### src/logic/bridge_pkg.sv
package bridge_pkg;
   // Register byte offsets on the AHB-Lite slave
   localparam logic [7:0] CTRL_OFS  = 8'h00;
   localparam logic [7:0] BAR_OFS   = 8'h04;
   localparam logic [7:0] STAT_OFS  = 8'h08;
   localparam logic [7:0] RETRY_OFS = 8'h0C;

   // Control register field positions
   localparam int CTRL_MODE_LSB   = 0;   // Two bits, encoded operating mode
   localparam int CTRL_TPROF_LSB  = 2;   // Two bits, target profile
   localparam int CTRL_MPROF_BIT  = 4;   // Master profile, 1 = multiple pending
   localparam int CTRL_CSR_BIT    = 5;   // Optional register block wanted
   localparam int CTRL_XLAT_BIT   = 6;   // Dynamic system-to-PCI translation
   localparam int CTRL_INDCLK_BIT = 7;   // Independent clocks selected
   localparam int CTRL_INDRST_BIT = 8;   // Independent second reset enabled

   // Region register field positions (six base regions)
   localparam int BAR_PF_LSB  = 0;       // Prefetchable mask
   localparam int BAR_MEM_LSB = 8;       // Memory region mask
   localparam int BAR_NUM     = 6;

   // Reset values
   localparam logic [31:0] CTRL_RST = 32'h0000_0000;
   localparam logic [31:0] BAR_RST  = 32'h0000_0302;

   // Encodings held in the control register
   localparam logic [1:0] MODE_ENC_TGT  = 2'h0;
   localparam logic [1:0] MODE_ENC_MT   = 2'h1;
   localparam logic [1:0] MODE_ENC_HOST = 2'h2;
   localparam logic [1:0] TPROF_SINGLE  = 2'h0;
   localparam logic [1:0] TPROF_BURST1  = 2'h1;
   localparam logic [1:0] TPROF_BURSTN  = 2'h2;

   // Pending read limits
   localparam logic [2:0] PEND_ONE   = 3'h1;
   localparam logic [2:0] PEND_MULTI = 3'h4;

   localparam logic [1:0] HTRANS_NONSEQ = 2'h2;
   localparam int         SYNC_W        = 9;

   typedef enum logic [2:0] {
      MODE_TGT  = 3'b001,
      MODE_MT   = 3'b010,
      MODE_HOST = 3'b100
   } mode_t;

   typedef struct packed {
      logic       read;   // Read request, else write
      logic       burst;  // Burst requested on PCI
      logic [2:0] bar;    // Base region hit
   } pci_req_t;

   typedef struct packed {
      logic pf;    // Prefetchable master port
      logic np;    // Non-prefetchable master port
      logic bas;   // PCI bus access slave port
      logic ram;   // Embedded RAM buffers
      logic csr;   // Register block
   } port_en_t;
endpackage

### src/logic/pci_bridge_mode_profiles.sv
`timescale 1ns/10ps
// Functional notes
// - Exactly one of three operating modes
// - Single-cycle profile sends all memory to np
// - Both master ports need pf and np regions
// - Master/target mode has master and access slave
// - Registers forced in host mode or translation
// - Any system master reaches the registers
// - Host mode offers the master/target profiles
// - Target profile always; master profile not target-only
// - Single-cycle: no RAM in target-only mode, only np port
// - Burst: pf via buffers, np single-cycle
// - Single-cycle and one-pending burst: one delayed read at a time
// - Multiple profile allows four delayed reads
// - Master single profile: one PCI read
// - Master profiles use RAM buffers
// - Master multiple profile: four PCI reads
// - Main reset all; second reset spares bridge
// - Shared clock option means one clock
// - Independent option adds PCI-side clock input
// - Non-prefetchable port never issues bursts
// - Target-only mode has no access slave
module pci_bridge_mode_profiles
   import bridge_pkg::*;
(
   input  wire logic        clk,           // System clock
   input  wire logic        rst,           // Async reset, high
   input  wire logic        hsel,          // AHB slave select
   input  wire logic [31:0] haddr,         // AHB address
   input  wire logic [1:0]  htrans,        // AHB transfer type
   input  wire logic        hwrite,        // AHB write
   input  wire logic [2:0]  hsize,         // AHB size, words only
   input  wire logic        hready,        // AHB bus ready
   input  wire logic [31:0] hwdata,        // AHB write data
   output logic      [31:0] hrdata,        // AHB read data
   output logic             hreadyout,     // Slave ready
   output logic             hresp,         // Always OKAY
   input  wire logic        pci_clk,       // PCI clock, sampled
   input  wire logic        pci_req_vld,   // PCI target request present
   input  wire pci_req_t    pci_req,       // PCI target request info
   input  wire logic        tgt_rd_cpl,    // Delayed read completed, pulse
   output logic             pf_req,        // Request to pf port, pulse
   output logic             np_req,        // Request to np port, pulse
   output pci_req_t         req_info,      // Info for routed request
   output logic             tgt_accept,    // Request taken, pulse
   output logic             tgt_retry,     // Retry PCI master, pulse
   input  wire logic        mst_req_vld,   // System request to PCI
   input  wire logic        mst_req_rd,    // System request is a read
   output logic             mst_ready,     // System request taken
   input  wire logic        mst_cpl_tgl,   // PCI read done, toggles
   input  wire logic        sys_rst_n_pin, // Second reset, low
   output logic             others_rst_n,  // Reset for all but bridge
   output port_en_t         port_en,       // Instantiated ports
   output logic             clk_indep,     // Independent clocks
   output logic             cfg_err        // Region set inconsistent
);

   logic [SYNC_W-1:0] meta_q;
   logic [SYNC_W-1:0] sync_q;
   logic              pclk_prev_q;
   logic              cpl_prev_q;
   mode_t             mode_q;
   logic [1:0]        tprof_q;
   logic              mprof_q;
   logic              csr_opt_q;
   logic              xlat_q;
   logic              indclk_q;
   logic              indrst_q;
   logic [5:0]        pf_mask_q;
   logic [5:0]        mem_mask_q;
   logic [31:0]       retry_cnt_q;
   logic [2:0]        tgt_used_q;
   logic [2:0]        mst_used_q;
   logic              dph_wr_q;
   logic [7:0]        dph_addr_q;
   logic [31:0]       hrdata_q;
   logic              pf_req_q;
   logic              np_req_q;
   pci_req_t          req_info_q;
   logic              tgt_accept_q;
   logic              tgt_retry_q;
   pci_req_t          req_s;
   logic              samp;
   logic              cpl_evt;
   logic [7:0]        mem8;
   logic [7:0]        pf8;
   logic              hit;
   logic              route_pf;
   logic [2:0]        tgt_limit;
   logic [2:0]        mst_limit;
   logic              tgt_full;
   logic              alloc;
   logic              free;
   logic              full_retry;
   logic              mst_take;
   logic              aph;
   logic              wr_ctrl;
   logic [1:0]        wmode;
   logic [1:0]        wtprof;
   logic [1:0]        mode_enc;
   logic [31:0]       rd_mux;

   // Two flops on every pin from the PCI side; only the second stage is read
   always_ff @(posedge clk or posedge rst) begin
      if (rst) begin
         meta_q <= '0;
         sync_q <= '0;
      end else begin
         meta_q <= {sys_rst_n_pin, mst_cpl_tgl, pci_req, pci_req_vld, pci_clk};
         sync_q <= meta_q;
      end
   end

   // Edge history of the synchronised PCI clock and completion toggle
   always_ff @(posedge clk or posedge rst) begin
      if (rst) begin
         pclk_prev_q <= 1'b0;
         cpl_prev_q  <= 1'b0;
      end else begin
         pclk_prev_q <= sync_q[0];
         cpl_prev_q  <= sync_q[7];
      end
   end

   // Sample at the PCI falling edge, mid-cycle, when request pins are settled
   assign samp    = pclk_prev_q & ~sync_q[0] & sync_q[1];
   assign req_s   = pci_req_t'(sync_q[6:2]);
   assign cpl_evt = sync_q[7] ^ cpl_prev_q;

   // Second reset holds the rest of the system but never the bridge
   assign others_rst_n = ~rst & (~indrst_q | sync_q[8]);
   assign clk_indep    = indclk_q;

   // Derived structure of the bridge
   assign mem8 = {2'b00, mem_mask_q};
   assign pf8  = {2'b00, pf_mask_q};
   always_comb begin
      port_en.pf  = (tprof_q != TPROF_SINGLE) && |(pf_mask_q & mem_mask_q);
      port_en.np  = 1'b1;
      port_en.bas = (mode_q != MODE_TGT);
      port_en.ram = (tprof_q != TPROF_SINGLE) || (mode_q != MODE_TGT);
      port_en.csr = csr_opt_q || (mode_q == MODE_HOST) || xlat_q;
   end
   assign cfg_err = port_en.pf && !(|(~pf_mask_q & mem_mask_q));

   // Limits: master profile only matters once the access slave exists
   assign tgt_limit = (tprof_q == TPROF_BURSTN) ? PEND_MULTI : PEND_ONE;
   assign mst_limit = mprof_q ? PEND_MULTI : PEND_ONE;

   // Target request classification
   assign hit        = samp && mem8[req_s.bar];
   assign route_pf   = (tprof_q != TPROF_SINGLE) && pf8[req_s.bar];
   assign tgt_full   = (tgt_used_q >= tgt_limit);
   assign alloc      = hit && req_s.read && !tgt_full;
   assign free       = tgt_rd_cpl && (tgt_used_q != 3'h0);
   assign full_retry = hit && req_s.read && tgt_full;

   // Route a request: reads are always retried and finish as delayed reads
   always_ff @(posedge clk or posedge rst) begin
      if (rst) begin
         pf_req_q     <= 1'b0;
         np_req_q     <= 1'b0;
         tgt_accept_q <= 1'b0;
         tgt_retry_q  <= 1'b0;
         req_info_q   <= '0;
      end else begin
         pf_req_q     <= hit && (alloc || !req_s.read) && route_pf;
         np_req_q     <= hit && (alloc || !req_s.read) && !route_pf;
         tgt_accept_q <= hit && (alloc || !req_s.read);
         tgt_retry_q  <= hit && req_s.read;
         if (hit) begin
            req_info_q       <= req_s;
            req_info_q.burst <= req_s.burst && route_pf;
         end
      end
   end

   // Delayed read slots in use; allocate and free in one cycle cancel out
   always_ff @(posedge clk or posedge rst) begin
      if (rst) begin
         tgt_used_q <= 3'h0;
      end else begin
         case ({alloc, free})
            2'b10:   tgt_used_q <= tgt_used_q + 3'h1;
            2'b01:   tgt_used_q <= tgt_used_q - 3'h1;
            default: tgt_used_q <= tgt_used_q;
         endcase
      end
   end

   // Master side: reads wait for a free outstanding slot
   assign mst_ready = port_en.bas && (!mst_req_rd || (mst_used_q < mst_limit));
   assign mst_take  = mst_req_vld && mst_ready && mst_req_rd;

   always_ff @(posedge clk or posedge rst) begin
      if (rst) begin
         mst_used_q <= 3'h0;
      end else begin
         case ({mst_take, cpl_evt && (mst_used_q != 3'h0)})
            2'b10:   mst_used_q <= mst_used_q + 3'h1;
            2'b01:   mst_used_q <= mst_used_q - 3'h1;
            default: mst_used_q <= mst_used_q;
         endcase
      end
   end

   // AHB-Lite slave: zero wait states, any master may reach it
   assign aph       = hsel && hready && (htrans == HTRANS_NONSEQ);
   assign hreadyout = 1'b1;
   assign hresp     = 1'b0;
   assign hrdata    = hrdata_q;
   assign wr_ctrl   = dph_wr_q && (dph_addr_q == CTRL_OFS);
   assign wmode     = hwdata[CTRL_MODE_LSB +: 2];
   assign wtprof    = hwdata[CTRL_TPROF_LSB +: 2];

   // Address phase capture
   always_ff @(posedge clk or posedge rst) begin
      if (rst) begin
         dph_wr_q   <= 1'b0;
         dph_addr_q <= 8'h00;
      end else begin
         dph_wr_q   <= aph && hwrite;
         dph_addr_q <= haddr[7:0];
      end
   end

   // Encoded mode for readback
   always_comb begin
      case (mode_q)
         MODE_MT:   mode_enc = MODE_ENC_MT;
         MODE_HOST: mode_enc = MODE_ENC_HOST;
         default:   mode_enc = MODE_ENC_TGT;
      endcase
   end

   // Read data chosen in the address phase, so it stands in the data phase
   always_comb begin
      if (haddr[7:0] == CTRL_OFS) begin
         rd_mux = {23'h00_0000, indrst_q, indclk_q, xlat_q, csr_opt_q, mprof_q,
                   tprof_q, mode_enc};
      end else if (haddr[7:0] == BAR_OFS) begin
         rd_mux = {18'h0_0000, mem_mask_q, 2'b00, pf_mask_q};
      end else if (haddr[7:0] == STAT_OFS) begin
         rd_mux = {20'h0_0000, cfg_err, mst_used_q, tgt_used_q, port_en};
      end else if (haddr[7:0] == RETRY_OFS) begin
         rd_mux = retry_cnt_q;
      end else begin
         rd_mux = 32'h0000_0000;
      end
   end

   always_ff @(posedge clk or posedge rst) begin
      if (rst) begin
         hrdata_q <= 32'h0000_0000;
      end else if (aph && !hwrite) begin
         hrdata_q <= rd_mux;
      end
   end

   // Control register; reserved encodings are refused so one mode always holds
   always_ff @(posedge clk or posedge rst) begin
      if (rst) begin
         mode_q    <= MODE_TGT;
         tprof_q   <= CTRL_RST[CTRL_TPROF_LSB +: 2];
         mprof_q   <= CTRL_RST[CTRL_MPROF_BIT];
         csr_opt_q <= CTRL_RST[CTRL_CSR_BIT];
         xlat_q    <= CTRL_RST[CTRL_XLAT_BIT];
         indclk_q  <= CTRL_RST[CTRL_INDCLK_BIT];
         indrst_q  <= CTRL_RST[CTRL_INDRST_BIT];
      end else if (wr_ctrl) begin
         if (wmode == MODE_ENC_TGT) begin
            mode_q <= MODE_TGT;
         end else if (wmode == MODE_ENC_MT) begin
            mode_q <= MODE_MT;
         end else if (wmode == MODE_ENC_HOST) begin
            mode_q <= MODE_HOST;
         end
         if (wtprof != 2'h3) begin
            tprof_q <= wtprof;
         end
         mprof_q   <= hwdata[CTRL_MPROF_BIT];
         csr_opt_q <= hwdata[CTRL_CSR_BIT];
         xlat_q    <= hwdata[CTRL_XLAT_BIT];
         indclk_q  <= hwdata[CTRL_INDCLK_BIT];
         indrst_q  <= hwdata[CTRL_INDRST_BIT];
      end
   end

   // Region masks
   always_ff @(posedge clk or posedge rst) begin
      if (rst) begin
         pf_mask_q  <= BAR_RST[BAR_PF_LSB +: BAR_NUM];
         mem_mask_q <= BAR_RST[BAR_MEM_LSB +: BAR_NUM];
      end else if (dph_wr_q && (dph_addr_q == BAR_OFS)) begin
         pf_mask_q  <= hwdata[BAR_PF_LSB +: BAR_NUM];
         mem_mask_q <= hwdata[BAR_MEM_LSB +: BAR_NUM];
      end
   end

   // Retries due to full slots; a count in the clearing cycle is kept
   always_ff @(posedge clk or posedge rst) begin
      if (rst) begin
         retry_cnt_q <= 32'h0000_0000;
      end else if (full_retry) begin
         retry_cnt_q <= (dph_wr_q && (dph_addr_q == RETRY_OFS)) ? 32'h0000_0001
                                                                : retry_cnt_q + 32'h0000_0001;
      end else if (dph_wr_q && (dph_addr_q == RETRY_OFS)) begin
         retry_cnt_q <= 32'h0000_0000;
      end
   end

   assign pf_req     = pf_req_q;
   assign np_req     = np_req_q;
   assign req_info   = req_info_q;
   assign tgt_accept = tgt_accept_q;
   assign tgt_retry  = tgt_retry_q;
endmodule // pci_bridge_mode_profiles

### config.mk
export PLATFORM = sky130hd
export DESIGN_NAME = pci_bridge_mode_profiles
export DESIGN_NICKNAME = d
export VERILOG_FILES = /design/src/logic/bridge_pkg.sv /design/src/logic/pci_bridge_mode_profiles.sv
export SDC_FILE = /design/constraint.sdc
export NUM_CORES = 1
export LEC_CHECK = 0
export BUFFER_PORTS_ARGS = -buffer_cell sky130_fd_sc_hd__buf_2
export CELL_PAD_IN_SITES_DETAIL_PLACEMENT = 1
export CELL_PAD_IN_SITES_GLOBAL_PLACEMENT = 2
export CORE_ASPECT_RATIO = 1.25
export CORE_MARGIN = 10
export CORE_UTILIZATION = 37
export CTS_CLUSTER_SIZE = 20
export DETAILED_ROUTE_END_ITERATION = 10
export HOLD_SLACK_MARGIN = 0.05
export PLACE_DENSITY = 0.93
export RECOVER_POWER = 25
export SYNTH_ARGS = -nofsm -noshare
export SYNTH_HDL_FRONTEND = slang
export SYNTH_SLANG_ARGS = --single-unit
### constraint.sdc
create_clock -name clk -period 6.8 [get_ports clk]
set_input_delay 0 -clock clk [delete_from_list [all_inputs] [get_ports clk]]
set_output_delay 0 -clock clk [all_outputs]
set_load 0.05 [all_outputs]
==> results.toml <==
[power]
ir_worst_vdd_v = 0.000128
leakage_uw = 0.00334
power.density_mw_per_mm2 = 275

[yosys]
yosysWarnings = 0
synthTopCellsByArea = "dfrtp_1 (54%), mux2_2 (4.2%), a22o_1 (3.3%)"
synth_top_area_share_pct = 53.9
synth.distinct_cells = 60
post-synth-top-count-cell = "dfrtp_1"
synthTopCellsByCount = "dfrtp_1 (126), nand2_1 (36), a21oi_1 (28), nor2_1 (28), inv_1 (23)"
syn-instance-count = 520
synth-main-ff-cell = "dfrtp_1"
netlist_area_mm2 = 0.00585
async_flop_share_pct = 100
ys_seq_area_share_pct = 55.7
synth_edf_count = 0
post_synth.cell_area_avg_um2 = 11.3
ys_ff_latch = 130
synth.largest_area_cell = "dfrtp_1"

[setup_path]
timing.critical_path.mode_cell = "or4b_1"
crit_buf_inv = 0
crit_path_cell_trace = "nand2b_1 > ha_1 > or4b_1 > o211ai_1 > or4b_1 > or4_1 > a21oi_1"
critPathSlowestCell = "or4b_1"
cp-end-kind = "register"
crit_type = "reg2reg"
cp_max_fo = 18
crit_required_ns = 7.14
startpoint_type = "register"
cp.arrival_ns = 3.33
cpLargestDelayFamily = "simple AND/OR/NAND/NOR gates"
cpPeakStageDelay_ns = 0.85

[timing]
skew_ns = 0.00691
rsz0062_at_grt = "false"
tns_ns = 0
fmax_ghz = 0.335
setup_viol = 0
final-hold-violation-count = 0
finalCritPeriodShare_pct = 43.9
setup_ws_ns = 3.81
worst_pin_slew_ns = 2.81
max_slew_margin_pct = -88.3
drv_slew = 64
finalCriticalPeriod_ns = 2.99

[clock_tree]
clkTransAtPathRegs_ns = 0.06
cts_tree = "yes"
postCtsResizedCells = 0
cts_buffers = 17
h-tree-depth = 4
clock_path_buffers = 2
root_buffer = "clkbuf_16"
holdBufCountCts = 36
clock_latency_ns = 0.42
post_cts_buffers = 0
cts_sinks = 130

[drt]
wl_per_cell_um = 19.0
drt_iter0_markers = 295
drt-pass1-iter-count = 5
num_vias = 4615
remaining_drc_errors = 0
viasPerCell = 5.35
route.antenna.remaining_nets = 0
wl_mm = 16.4

[floorplanning]
floorplan.initialDensity_pct = 37.6
die_y_um = 161
dieArea_mm2 = 0.0213
coreArea_mm2 = 0.0156
die_w_um = 132
rows = 51
pin_count = 138

[place]
dp_slack_ns = 3.80
hpwl_mm = 11.5
io_buffers = 89
gp_congestion = 0.822

[global_route]
grt_pass1_wl_mm = 27.6
grt_pass1_vias = 5152
grt_max_degree = 69
grt_usage_pct = 16.0
antenna_found_initial = 0
grt_overflow = 0

[cells_and_area]
final_util_pct = 47.1
area_delta_synth_final_pct = 25.2
n_fill_cell = 1741
antenna_cells = 0
drive_gt1_share_pct = 22.4
fin_nets = 735

[status]
violations = "max-capacitance violations, max-slew violations"
outcome = "finished with violations"

[min_path]
holdCritPathClass = "in2reg"

[flow_run]
cap_violations = 1
==> layout by cell type (no fill, tap or decap), drive strengths merged, types with 24 or more instances in the layout <==
cell and count:
dlygate4sd3 36, nand2 36, o21ai 28, dfrtp 126, nor2 28, a21oi 28, mux2 24, clkbuf 31
buf 84
==> cell families (layout without fill, tap and decap cells) <==
logic type / count (synthesis) / count (layout) / synth area share (%)
adders and majority gates: 8 / 8 / 1.97
AOI/OAI and AO/OA: 123 / 123 / 14.1
muxes: 40 / 40 / 8.49
xor gates and xnor gates: 11 / 11 / 1.65
other: 2 / 3 / 0.128
buffers and inverters: 51 / 181 / 3.79
and+or+nand+nor: 155 / 155 / 14.2
DFF: 130 / 130 / 55.7
==> final cells by class <==
class	instances	area, um^2	share of cell area (%)
clock inverters	7	62.6	0.854
clock buffers	22	454	6.20
well taps	212	265	3.62
repair buffers	129	825	11.3
multi-input cells	340	2370	32.4
flip-flops and latches	130	3260	44.5
inverters	23	87.6	1.20
==> path summary, 6_finish.rpt <==
check | start | endpoint | slack [ns] | depth (start not counted)
worst max-delay path | tprof_q[0]$_DFFE_PP0P_ | retry_cnt_q[26]$_DFFE_PP0P_ | 3.81 | 7
worst min-delay path | mst_req_rd | mst_used_q[0]$_DFFE_PP0P_ | 0.07 | 4
worst max register to register | tprof_q[0]$_DFFE_PP0P_ | retry_cnt_q[26]$_DFFE_PP0P_ | 3.81 | 7
worst min register to register | meta_q[0]$_DFF_PP0_ | sync_q[0]$_DFF_PP0_ | 0.34 | 0
max in group asynchronous | rst | mode_q[1]$_DFFE_PP0P_ | 4.05 | 4
min in group asynchronous | rst | meta_q[7]$_DFF_PP0_ | 0.91 | 3
==> through the flow <==
| stage | instance area (um^2) | instances | hold WS [ns] | power (uW) |
|---|---|---|---|---|
| global placement | 6460 | 798 | 0.108 | 1170 |
| floorplan | 5850 | 521 | 0.0314 | 1090 |
| finish | 7330 | 863 | 0.0675 | 2010 |
| global route | 7330 | 863 | 0.0949 | 2110 |
| CTS | 7340 | 863 | 0.0592 | 2040 |
| detailed placement | 6460 | 798 | 0.110 | 1190 |
==> report_power, final <==
part / switching [uW] / internal (uW)
combinational: 186 / 124
clock: 317 / 501
sequential: 58.8 / 826
total: 562 / 1450
==> worst register-to-register path: stages (launching register included) <==
cell	delay, ns
dfrtp_1	0.44
nand2b_1	0.23
ha_1	0.32
or4b_1	0.10
o211ai_1	0.25
or4b_1	0.85
or4_1	0.57
a21oi_1	0.16
==> per-layer routing <==
metal	vias to the layer above	global-route usage (%)	routed length, um
li1	2133	-	-
met1	2359	18.3	6750
met2	100	28.4	8660
met3	23	3.25	598
met4	0	6.76	349
met5	-	0	0
==> flip-flops by register name (all words and copies together) (netlist names), 2 cells and up <==
| name | count |
|---|---|
| dph_addr_q | 8 |
| hrdata | 32 |
| mem_mask_q | 6 |
| meta_q | 9 |
| mode_q | 3 |
| mst_used_q | 3 |
| pf_mask_q | 6 |
| req_info | 5 |
| retry_cnt_q | 32 |
| sync_q | 9 |
| tgt_used_q | 3 |
| tprof_q | 2 |
(Power assumes the default switching activity.)
